## src/hdl/tsio_map.vh

```
// Constants for the timed serdes I/O port
`ifndef TSIO_MAP_VH
`define TSIO_MAP_VH
`define TSIO_W           32
`define TSIO_CNT_W       16
`define TSIO_CNT_MAX     16'hffff
`define TSIO_CNT_ZERO    16'h0000
`define TSIO_CNT_ONE     16'h0001
`define TSIO_NCLK        6
`define TSIO_CLKSEL_W    3
`define TSIO_CLK_REF     3'h0
`define TSIO_DIV_W       8
`define TSIO_DIV_ZERO    8'h00
`define TSIO_DIV_ONE     8'h01
`define TSIO_REF_DIV     4'h0
`define TSIO_WIDTH_W     3
`define TSIO_WIDTH_1     3'h0
`define TSIO_WIDTH_4     3'h1
`define TSIO_WIDTH_8     3'h2
`define TSIO_WIDTH_16    3'h3
`define TSIO_WIDTH_32    3'h4
`define TSIO_COND_W      2
`define TSIO_COND_NONE   2'h0
`define TSIO_COND_EQ     2'h1
`define TSIO_COND_NEQ    2'h2
`define TSIO_ST_IDLE     2'h0
`define TSIO_ST_WAIT     2'h1
`define TSIO_ST_XFER     2'h2
`define TSIO_ZERO32      32'h00000000
`define TSIO_ONES32      32'hffffffff
`endif

```

## src/hdl/tsio_port.v

```verilog
// Timed serdes I/O port: pins, counter, timestamp, strobes, pin sharing
`timescale 1ns/10ps
`include "tsio_map.vh"
// Functional notes
// Port width selectable as 1, 4, 8, 16 or 32 bits.
// Whole port is one direction, input or output.
// Port drives pins or samples them, optionally waiting a condition.
// Each core access finishes in one clock cycle.
// Open-collector: zero pulls low, one leaves pin floating.
// Open-collector choice applies to the whole port at once.
// Data moves through a serdes stage and a transfer register.
// A 16-bit counter times moves between pins and transfer register.
// Core reads counter anytime and may program a future transfer time.
// Each transfer captures the counter as a readable timestamp.
// Enabled link disconnects the port from shared pins.
// Enabled narrower port takes priority on shared pins.
// Unshared pins stay with the wider port.
// Port still transfers full width when pins are taken.
// Six clock blocks; block 0 is the reference clock.
// Clock block may use a 1-bit port, optionally divided.
// Incoming strobe qualifies input; outgoing strobe marks output.
// After reset the port uses clock block 0.
// Met conditions go straight to the scheduler as events.
// Counter steps once per port clock edge and wraps to zero.
// Timed output waits in transfer register until counter matches.
module tsio_port (
  input  wire                    clk,
  input  wire                    sys_rst,
  input  wire [`TSIO_WIDTH_W-1:0] width_sel,
  input  wire                    dir_out,
  input  wire                    open_coll,
  input  wire [`TSIO_CLKSEL_W-1:0] clk_sel,
  input  wire                    clk_sel_wr,
  input  wire [`TSIO_NCLK*`TSIO_DIV_W-1:0] div_cfg,
  input  wire [`TSIO_NCLK-1:0]   div_use_pin,
  input  wire                    clk_pin_in,
  input  wire [`TSIO_COND_W-1:0] cond_mode,
  input  wire [`TSIO_W-1:0]      cond_value,
  input  wire                    strobe_in_en,
  input  wire                    strobe_in,
  input  wire                    core_out_wr,
  input  wire [`TSIO_W-1:0]      core_out_data,
  input  wire                    core_time_wr,
  input  wire [`TSIO_CNT_W-1:0]  core_time,
  input  wire                    core_in_rd,
  input  wire                    link_en,
  input  wire [`TSIO_W-1:0]      narrow_claim,
  input  wire [`TSIO_W-1:0]      pin_in,
  output wire [`TSIO_W-1:0]      pin_out,
  output wire [`TSIO_W-1:0]      pin_oe_n,
  output reg                     strobe_out,
  output wire                    core_out_ready,
  output wire                    core_in_valid,
  output reg  [`TSIO_W-1:0]      core_in_data,
  output wire [`TSIO_CNT_W-1:0]  port_count,
  output reg  [`TSIO_CNT_W-1:0]  timestamp,
  output reg                     sched_event
);
  // ***************************
  // Pin input synchronisers
  // ***************************
  // Three stages; a change counts once stage 2 and 3 agree
  reg [`TSIO_W-1:0] pin_s1_q, pin_s2_q, pin_s3_q, pin_val_q;
  reg [2:0]         clk_s_q, stb_s_q;
  reg               clk_val_q, stb_val_q;
  always @(posedge clk) begin
    if (sys_rst) begin
      pin_s1_q  <= `TSIO_ZERO32;
      pin_s2_q  <= `TSIO_ZERO32;
      pin_s3_q  <= `TSIO_ZERO32;
      pin_val_q <= `TSIO_ZERO32;
      clk_s_q   <= 3'h0;
      stb_s_q   <= 3'h0;
      clk_val_q <= 1'b0;
      stb_val_q <= 1'b0;
    end else begin
      pin_s1_q <= pin_in;
      pin_s2_q <= pin_s1_q;
      pin_s3_q <= pin_s2_q;
      pin_val_q <= (pin_s2_q & pin_s3_q) | (pin_val_q & (pin_s2_q | pin_s3_q));
      clk_s_q <= {clk_s_q[1:0], clk_pin_in};
      stb_s_q <= {stb_s_q[1:0], strobe_in};
      if (clk_s_q[1] == clk_s_q[2]) begin
        clk_val_q <= clk_s_q[2];
      end
      if (stb_s_q[1] == stb_s_q[2]) begin
        stb_val_q <= stb_s_q[2];
      end
    end
  end

  // ***************************
  // Clock block selection
  // ***************************
  wire [`TSIO_NCLK-1:0] ticks;
  tsio_clkblk u_clk (
    .clk          (clk),
    .sys_rst      (sys_rst),
    .src_pin_sync (clk_val_q),
    .div_cfg      (div_cfg),
    .use_pin      (div_use_pin),
    .tick         (ticks)
  );
  reg [`TSIO_CLKSEL_W-1:0] clk_sel_q;
  // Reset attaches the port to the reference block
  always @(posedge clk) begin
    if (sys_rst) begin
      clk_sel_q <= `TSIO_CLK_REF;
    end else if (clk_sel_wr && clk_sel < `TSIO_NCLK) begin
      clk_sel_q <= clk_sel;
    end
  end
  wire port_tick = ticks[clk_sel_q];

  // ***************************
  // Port counter
  // ***************************
  reg [`TSIO_CNT_W-1:0] count_q;
  // Free-running; natural 16-bit overflow gives the wrap
  always @(posedge clk) begin
    if (sys_rst) begin
      count_q <= `TSIO_CNT_ZERO;
    end else if (port_tick) begin
      count_q <= count_q + `TSIO_CNT_ONE;
    end
  end
  assign port_count = count_q;

  // ***************************
  // Width decode
  // ***************************
  reg [5:0]         step;
  reg [`TSIO_W-1:0] wmask;
  always @* begin
    case (width_sel)
      `TSIO_WIDTH_1:  begin step = 6'd1;  wmask = 32'h00000001; end
      `TSIO_WIDTH_4:  begin step = 6'd4;  wmask = 32'h0000000f; end
      `TSIO_WIDTH_8:  begin step = 6'd8;  wmask = 32'h000000ff; end
      `TSIO_WIDTH_16: begin step = 6'd16; wmask = 32'h0000ffff; end
      default:        begin step = 6'd32; wmask = `TSIO_ONES32; end
    endcase
  end
  // Shifts per word; 32-bit port moves a whole word per tick
  wire [5:0] shifts_per_word = (step == 6'd32) ? 6'd1 : (6'd32 / step);

  // ***************************
  // Transfer register and control
  // ***************************
  reg [`TSIO_W-1:0]     xfer_q;
  reg                   xfer_full_q;
  reg                   timed_q;
  reg [`TSIO_CNT_W-1:0] time_q;
  reg [1:0]             state_q;
  reg [5:0]             nshift_q;
  reg                   in_valid_q;
  wire [`TSIO_W-1:0]    sh_q;
  wire                  sh_load = (state_q == `TSIO_ST_IDLE) && dir_out &&
                                  xfer_full_q && (!timed_q || count_q == time_q);
  // Input condition on the sampled port-width value
  wire [`TSIO_W-1:0] samp = pin_val_q & wmask;
  wire cond_met = (cond_mode == `TSIO_COND_NONE) ||
                  (cond_mode == `TSIO_COND_EQ  && samp == (cond_value & wmask)) ||
                  (cond_mode == `TSIO_COND_NEQ && samp != (cond_value & wmask));
  wire stb_ok   = !strobe_in_en || stb_val_q;
  // A new word starts only once the last one was read, so no word is lost
  wire in_shift = !dir_out && port_tick && stb_ok &&
                  (state_q == `TSIO_ST_XFER || (cond_met && !in_valid_q &&
                  (!timed_q || count_q == time_q)));
  wire out_shift = dir_out && port_tick && (state_q == `TSIO_ST_XFER);

  tsio_serdes u_sd (
    .clk       (clk),
    .sys_rst   (sys_rst),
    .load      (sh_load),
    .load_word (xfer_q),
    .shift     (in_shift || out_shift),
    .shift_in  (samp),
    .step      (step),
    .shreg_q   (sh_q)
  );

  // Core accesses are single-cycle; ready/valid are plain levels
  assign core_out_ready = dir_out && !xfer_full_q;
  assign core_in_valid  = in_valid_q;

  // Transfer sequencing for both directions
  always @(posedge clk) begin
    if (sys_rst) begin
      xfer_q      <= `TSIO_ZERO32;
      xfer_full_q <= 1'b0;
      timed_q     <= 1'b0;
      time_q      <= `TSIO_CNT_ZERO;
      state_q     <= `TSIO_ST_IDLE;
      nshift_q    <= 6'd0;
      in_valid_q  <= 1'b0;
      core_in_data <= `TSIO_ZERO32;
      timestamp   <= `TSIO_CNT_ZERO;
      sched_event <= 1'b0;
      strobe_out  <= 1'b0;
    end else begin
      sched_event <= 1'b0;
      if (core_time_wr) begin
        timed_q <= 1'b1;
        time_q  <= core_time;
      end
      if (core_in_rd) begin
        in_valid_q <= 1'b0;
      end
      if (core_out_wr && core_out_ready) begin
        xfer_q      <= core_out_data;
        xfer_full_q <= 1'b1;
      end
      case (state_q)
        `TSIO_ST_IDLE: begin
          if (sh_load) begin
            xfer_full_q <= 1'b0;
            timed_q     <= 1'b0;
            timestamp   <= count_q;
            state_q     <= `TSIO_ST_XFER;
            nshift_q    <= 6'd0;
            strobe_out  <= 1'b1;
          end else if (in_shift) begin
            timed_q     <= 1'b0;
            timestamp   <= count_q;
            sched_event <= cond_mode != `TSIO_COND_NONE;
            nshift_q    <= 6'd1;
            state_q     <= (shifts_per_word == 6'd1) ? `TSIO_ST_WAIT
                                                     : `TSIO_ST_XFER;
          end
        end
        `TSIO_ST_XFER: begin
          // Strobe stands while a slice is on the pins, drops after the last
          if (out_shift) begin
            nshift_q   <= nshift_q + 6'd1;
            if (nshift_q + 6'd1 == shifts_per_word) begin
              strobe_out <= 1'b0;
              state_q    <= `TSIO_ST_IDLE;
            end
          end else if (in_shift) begin
            nshift_q <= nshift_q + 6'd1;
            if (nshift_q + 6'd1 == shifts_per_word) begin
              state_q <= `TSIO_ST_WAIT;
            end
          end
        end
        `TSIO_ST_WAIT: begin
          // Full word assembled regardless of pin sharing
          core_in_data <= (step == 6'd32) ? sh_q : sh_q;
          in_valid_q   <= 1'b1;
          sched_event  <= 1'b1;
          state_q      <= `TSIO_ST_IDLE;
        end
        default: state_q <= `TSIO_ST_IDLE;
      endcase
    end
  end

  // ***************************
  // Pin drive and sharing
  // ***************************
  // Low bits of the shift register hold the current output slice
  wire [`TSIO_W-1:0] out_val = sh_q & wmask;
  wire [`TSIO_W-1:0] own     = wmask & ~narrow_claim & {`TSIO_W{!link_en}};
  // Drive when output and owned; open-collector only drives zeros
  genvar b;
  generate
    for (b = 0; b < `TSIO_W; b = b + 1) begin : pin
      wire drv = dir_out && own[b] && (!open_coll || !out_val[b]);
      assign pin_out[b]  = open_coll ? 1'b0 : out_val[b];
      assign pin_oe_n[b] = !drv;
    end
  endgenerate
endmodule

```

## src/hdl/tsio_clkblk.v

```verilog
// Clock block bank: six edge enables from ref or a divided 1-bit port
`timescale 1ns/10ps
`include "tsio_map.vh"
module tsio_clkblk (
  input  wire                        clk,
  input  wire                        sys_rst,
  input  wire                        src_pin_sync,
  input  wire [`TSIO_NCLK*`TSIO_DIV_W-1:0] div_cfg,
  input  wire [`TSIO_NCLK-1:0]       use_pin,
  output wire [`TSIO_NCLK-1:0]       tick
);
  // Rising edge of the already synchronised clock pin
  reg  src_prev_q;
  wire src_rise = src_pin_sync & ~src_prev_q;
  always @(posedge clk) begin
    if (sys_rst) begin
      src_prev_q <= 1'b0;
    end else begin
      src_prev_q <= src_pin_sync;
    end
  end

  // *********************************************
  // Per-block divider; block 0 is always ref clock
  // *********************************************
  genvar g;
  generate
    for (g = 0; g < `TSIO_NCLK; g = g + 1) begin : blk
      reg  [`TSIO_DIV_W-1:0] cnt_q;
      reg                    tick_q;
      wire [`TSIO_DIV_W-1:0] div = div_cfg[g*`TSIO_DIV_W +: `TSIO_DIV_W];
      wire                   src = (g == 0) ? 1'b1 :
                                   (use_pin[g] ? src_rise : 1'b1);
      // Divide the chosen source by div+1; block 0 ignores div
      always @(posedge clk) begin
        if (sys_rst) begin
          cnt_q  <= `TSIO_DIV_ZERO;
          tick_q <= 1'b0;
        end else begin
          tick_q <= 1'b0;
          if (src) begin
            if (g == 0 || cnt_q >= div) begin
              cnt_q  <= `TSIO_DIV_ZERO;
              tick_q <= 1'b1;
            end else begin
              cnt_q <= cnt_q + `TSIO_DIV_ONE;
            end
          end
        end
      end
      assign tick[g] = tick_q;
    end
  endgenerate
endmodule

```

## src/hdl/tsio_serdes.v

```verilog
// Serializer/deserializer stage of the port buffer
`timescale 1ns/10ps
`include "tsio_map.vh"
module tsio_serdes (
  input  wire                   clk,
  input  wire                   sys_rst,
  input  wire                   load,
  input  wire [`TSIO_W-1:0]     load_word,
  input  wire                   shift,
  input  wire [`TSIO_W-1:0]     shift_in,
  input  wire [5:0]             step,
  output reg  [`TSIO_W-1:0]     shreg_q
);
  // Shift by port width, right-justified like a little-endian stream
  always @(posedge clk) begin
    if (sys_rst) begin
      shreg_q <= `TSIO_ZERO32;
    end else if (load) begin
      shreg_q <= load_word;
    end else if (shift) begin
      shreg_q <= (shreg_q >> step) | (shift_in << (6'd32 - step));
    end
  end
endmodule

```

## config.mk

```make
export PLATFORM = sky130hd
export DESIGN_NAME = tsio_port
export DESIGN_NICKNAME = d
export VERILOG_FILES = /design/src/hdl/tsio_port.v /design/src/hdl/tsio_clkblk.v /design/src/hdl/tsio_serdes.v
export VERILOG_INCLUDE_DIRS = /design/src /design/src/hdl
export SDC_FILE = /design/constraint.sdc
export NUM_CORES = 1
export LEC_CHECK = 0
export BUFFER_PORTS_ARGS = -buffer_cell sky130_fd_sc_hd__buf_2
export CAP_MARGIN = 25
export CORE_ASPECT_RATIO = 0.7
export CORE_MARGIN = 4
export CORE_UTILIZATION = 41
export DETAILED_ROUTE_END_ITERATION = 12
export PLACE_DENSITY_LB_ADDON = 0.15
export SETUP_SLACK_MARGIN = 0.02
export SLEW_MARGIN = 15
export SYNTH_ARGS = -nofsm -noshare
export SYNTH_HDL_FRONTEND = slang
export SYNTH_SLANG_ARGS = --single-unit
```

## constraint.sdc

```tcl
create_clock -name clk -period 7.1 [get_ports clk]
set_input_delay 1.42 -clock clk [delete_from_list [all_inputs] [get_ports clk]]
set_output_delay 1.42 -clock clk [all_outputs]
set_load 0.01 [all_outputs]
```

==> results.sh <==
export IMPL_drive_above_1_share_pct=21.4
export IMPL_internal_power_uw=3320
export IMPL_synthArstFlopShare_pct=0
export IMPL_cp_num_buf_inv=2
export IMPL_cts_root_buf="clkbuf_16"
export IMPL_hold_buffers=0
export IMPL_port_buffers=340
export IMPL_cts_max_level=2
export IMPL_synth_warnings=0
export IMPL_worst_slew_pin_slew_ns=1.01
export IMPL_drv_cap=0
export IMPL_clkTransAtPathRegs_ns=0.06
export IMPL_switching_share_pct=25.9
export IMPL_fmax_mhz=161
export IMPL_vdd_drop_max_uv=132
export IMPL_die_w_um=248
export IMPL_rsz0062_at_grt="no"
export IMPL_die_h_um=176
export IMPL_hold_start="pin_s1_q[7]"
export IMPL_ys_types=68
export IMPL_remaining_drc_errors=0
export IMPL_hold_viol_final=0
export IMPL_cp_slowest_cell="mux2_2"
export IMPL_worstPathRequired_ns=7.46
export IMPL_drt_iter0_drc=900
export IMPL_cp_data_arrival_time_ns=6.58
export IMPL_first_pass_iters=5
export IMPL_cts_sinks=343
export IMPL_postPlaceCellArea_um2=18600
export IMPL_synth_area_per_cell_um2=8.68
export IMPL_power_density_nw_per_um2=225
export IMPL_dieArea_um2=43700
export IMPL_pwr_share_clk_pct=42.9
export IMPL_rr_startpoint="pin_val_q[10]"
export IMPL_grt_pass1_vias=13800
export IMPL_start_util_pct=41.6
export IMPL_setup_violations=0
export IMPL_overflow=0
export IMPL_status="complete, no violations"
export IMPL_routed_wirelength_mm=49.9
export IMPL_seq_power_share_pct=45.9
export IMPL_antenna_found_initial=4
export IMPL_hp_class="register to register"
export IMPL_total_power_uw=4480
export IMPL_p_switching_uw=1160
export IMPL_final_setup_skew_ns=0.0271
export IMPL_critPathTopFamily="compound AO/OA/AOI/OAI gates"
export IMPL_core_area_um2=39800
export IMPL_fin_hold_ws_ns=0.418
export IMPL_globalplace_congestion=0.894
export IMPL_maxSlewHeadroom_pct=32.8
export IMPL_cts_setup_buffers=0
export IMPL_cts_tree="yes"
export IMPL_core_rowCount=61
export IMPL_final_area_um2=19900
export IMPL_p_leak_uw=0.00845
export IMPL_syn_num_nets=2181
export IMPL_cts_resized_gates=0
export IMPL_fin_nets=2472
export IMPL_cts_inserted_buffers=37
export IMPL_grt_usage_pct=21.9
export IMPL_cts_buffer_depth=3
export IMPL_worstSetupStartpointType="input port"
export IMPL_reg2reg_slack_ns=3.79
export IMPL_grt_pass1_wl_mm=76.4
export IMPL_ys_seq_area_share_pct=41.5
export IMPL_grt_max_degree=109
export IMPL_ant_nets=0
export IMPL_synth_area_um2=16500
export IMPL_critPathMaxFanout=8
export IMPL_vias=14400
export IMPL_syn2layout_area_growth_pct=20.4
export IMPL_ys_ff_latch=343
export IMPL_startpoint="width_sel[1]"
export IMPL_synth_edf_count=0
export IMPL_power_frac_comb_pct=11.2
export IMPL_ioPinCount=350
export IMPL_wl_per_cell_um=18.1
export IMPL_min_period_ns=6.22
export IMPL_finalCritPeriodShare_pct=87.6
export IMPL_synth_cells=1906
export IMPL_vias_per_cell=5.20
export IMPL_final_setup_tns_ns=0
export IMPL_clock_latency_ns=0.54
export IMPL_crit_type="input port to register"
export IMPL_slowest_delay_ns=0.38
export IMPL_end_kind="register"
export IMPL_ys_dominant_reg_cell="dfxtp_1"
export IMPL_dp_hpwl_mm=35.9
export IMPL_maxSlewViolCount=0
cell type report:
cell class / count / area (µm²)
diodes: 3 / 7.51
clock buffers: 52 / 1080
clock inverters: 15 / 141
fillers: 3875 / 19800
inverters: 55 / 211
multi-input cells: 1394 / 8990
flip-flops and latches: 343 / 6870
well taps: 535 / 669
repair buffers: 366 / 1950
logic make-up (layout without fill, tap and decap cells):
logic type | after synthesis | in the layout | synth area share (%)
other cells | 0 | 3 | 0
compound gates | 401 | 401 | 14.8
simple gates | 710 | 710 | 20.9
xor+xnor | 107 | 107 | 5.66
fa+ha+maj | 57 | 57 | 4.31
buf+inv | 169 | 488 | 4.20
mux | 119 | 119 | 8.61
flops | 343 | 343 | 41.5
stage by stage:
stage / worst slack [ns] / utilization, % / cells
after detailed placement: 0.358 / 46.8 / 2689
after global routing: 0.325 / 50.1 / 2763
after floorplan: 0.0227 / - / 1906
after global placement: 0.345 / 46.8 / 2688
after CTS: 0.883 / 49.9 / 2756
final: 0.881 / 50.1 / 2763
cell usage in the layout, fill, tap and decap left out, types with 23 or more instances in the layout:
master | Yosys | routed
mux2i_1 | 88 | 88
nand2_1 | 267 | 267
nor2b_1 | 115 | 114
dfxtp_1 | 343 | 343
xnor2_1 | 94 | 94
nand2b_1 | 23 | 23
clkbuf_16 | 0 | 37
a211o_1 | 24 | 24
and2_1 | 64 | 63
a21oi_1 | 177 | 177
buf_2 | 5 | 339
ha_1 | 57 | 57
nor2_1 | 140 | 140
nand4_1 | 28 | 28
inv_1 | 51 | 51
o21ai_0 | 79 | 79
path summary, 6_finish.rpt:
check                                   endpoint  cells after the start
worst max register to register  u_sd.shreg_q[15]                      9
worst max-delay path                  strobe_out                     26
worst min-delay path                 pin_s2_q[7]                      1
worst min register to register       pin_s2_q[7]                      1
metal layers:
| layer | vias to the layer above | global-route usage [%] | routed length [µm] |
|---|---|---|---|
| li1 | 7134 | - | - |
| met1 | 6791 | 30.1 | 22700 |
| met2 | 380 | 35.3 | 22900 |
| met3 | 74 | 4.34 | 3210 |
| met4 | 2 | 5.98 | 1100 |
| met5 | - | 0 | 14 |
state kept, by name, summed over array words and instances (netlist names), 2 cells and up:
| register | cells |
|---|---|
| core_in_data | 32 |
| pin_val_q | 32 |
| pin_s3_q | 32 |
| u_clk.blk.tick_q | 6 |
| state_q | 2 |
| u_clk.blk.cnt_q | 40 |
| nshift_q | 6 |
| u_sd.shreg_q | 32 |
| port_count | 16 |
| pin_s1_q | 32 |
| timestamp | 16 |
| time_q | 16 |
| stb_s_q | 3 |
| clk_sel_q | 3 |
| xfer_q | 32 |
| clk_s_q | 3 |
| pin_s2_q | 32 |
synth_stat cells, types with 6 or more instances:
| master | n | share of area, % |
|---|---|---|
| o21ai_0 | 79 | 2.4 |
| nor2b_1 | 115 | 4.3 |
| a211o_1 | 24 | 1.3 |
| ha_1 | 57 | 4.3 |
| a21oi_1 | 177 | 5.4 |
| mux2i_1 | 88 | 5.3 |
| mux2_2 | 13 | 0.88 |
| and2_1 | 64 | 2.4 |
| nand2b_1 | 23 | 0.87 |
| o21bai_1 | 6 | 0.27 |
| nor2_1 | 140 | 3.2 |
| nand2_1 | 267 | 6.1 |
| buf_1 | 8 | 0.18 |
| o21a_1 | 6 | 0.27 |
| xor2_1 | 13 | 0.69 |
| inv_1 | 51 | 1.2 |
| and3_1 | 20 | 0.76 |
| nor3_1 | 10 | 0.30 |
| a31oi_1 | 14 | 0.53 |
| nor3b_1 | 7 | 0.32 |
| mux4_2 | 17 | 2.3 |
| a21o_1 | 18 | 0.82 |
| clkbuf_1 | 94 | 2.1 |
| nand3_1 | 16 | 0.48 |
| a211oi_1 | 21 | 0.95 |
| o22ai_1 | 9 | 0.34 |
| nand4_1 | 28 | 1.1 |
| xnor2_1 | 94 | 5.0 |
| dfxtp_1 | 343 | 41 |
power groups by stage:
stage / clock [µW] / sequential [µW] / combinational, µW
detailed placement: 0 / 2100 / 498
global route: 2050 / 2060 / 562
CTS: 1980 / 2060 / 500
floorplan: 0 / 2060 / 343
finish: 1920 / 2060 / 504
global placement: 0 / 2100 / 491
worst reg2reg max path: cells and delay by family (launching register included):
kind / cells / cell delay (ns)
multiplexers: 1 / 0.26
AO/OA/AOI/OAI: 2 / 0.93
flip-flops: 1 / 0.50
buffers and inverters: 1 / 0.27
AND/OR/NAND/NOR: 4 / 1.03
XOR/XNOR: 1 / 0.16
Note: power is estimated with default switching activity, not from simulation.
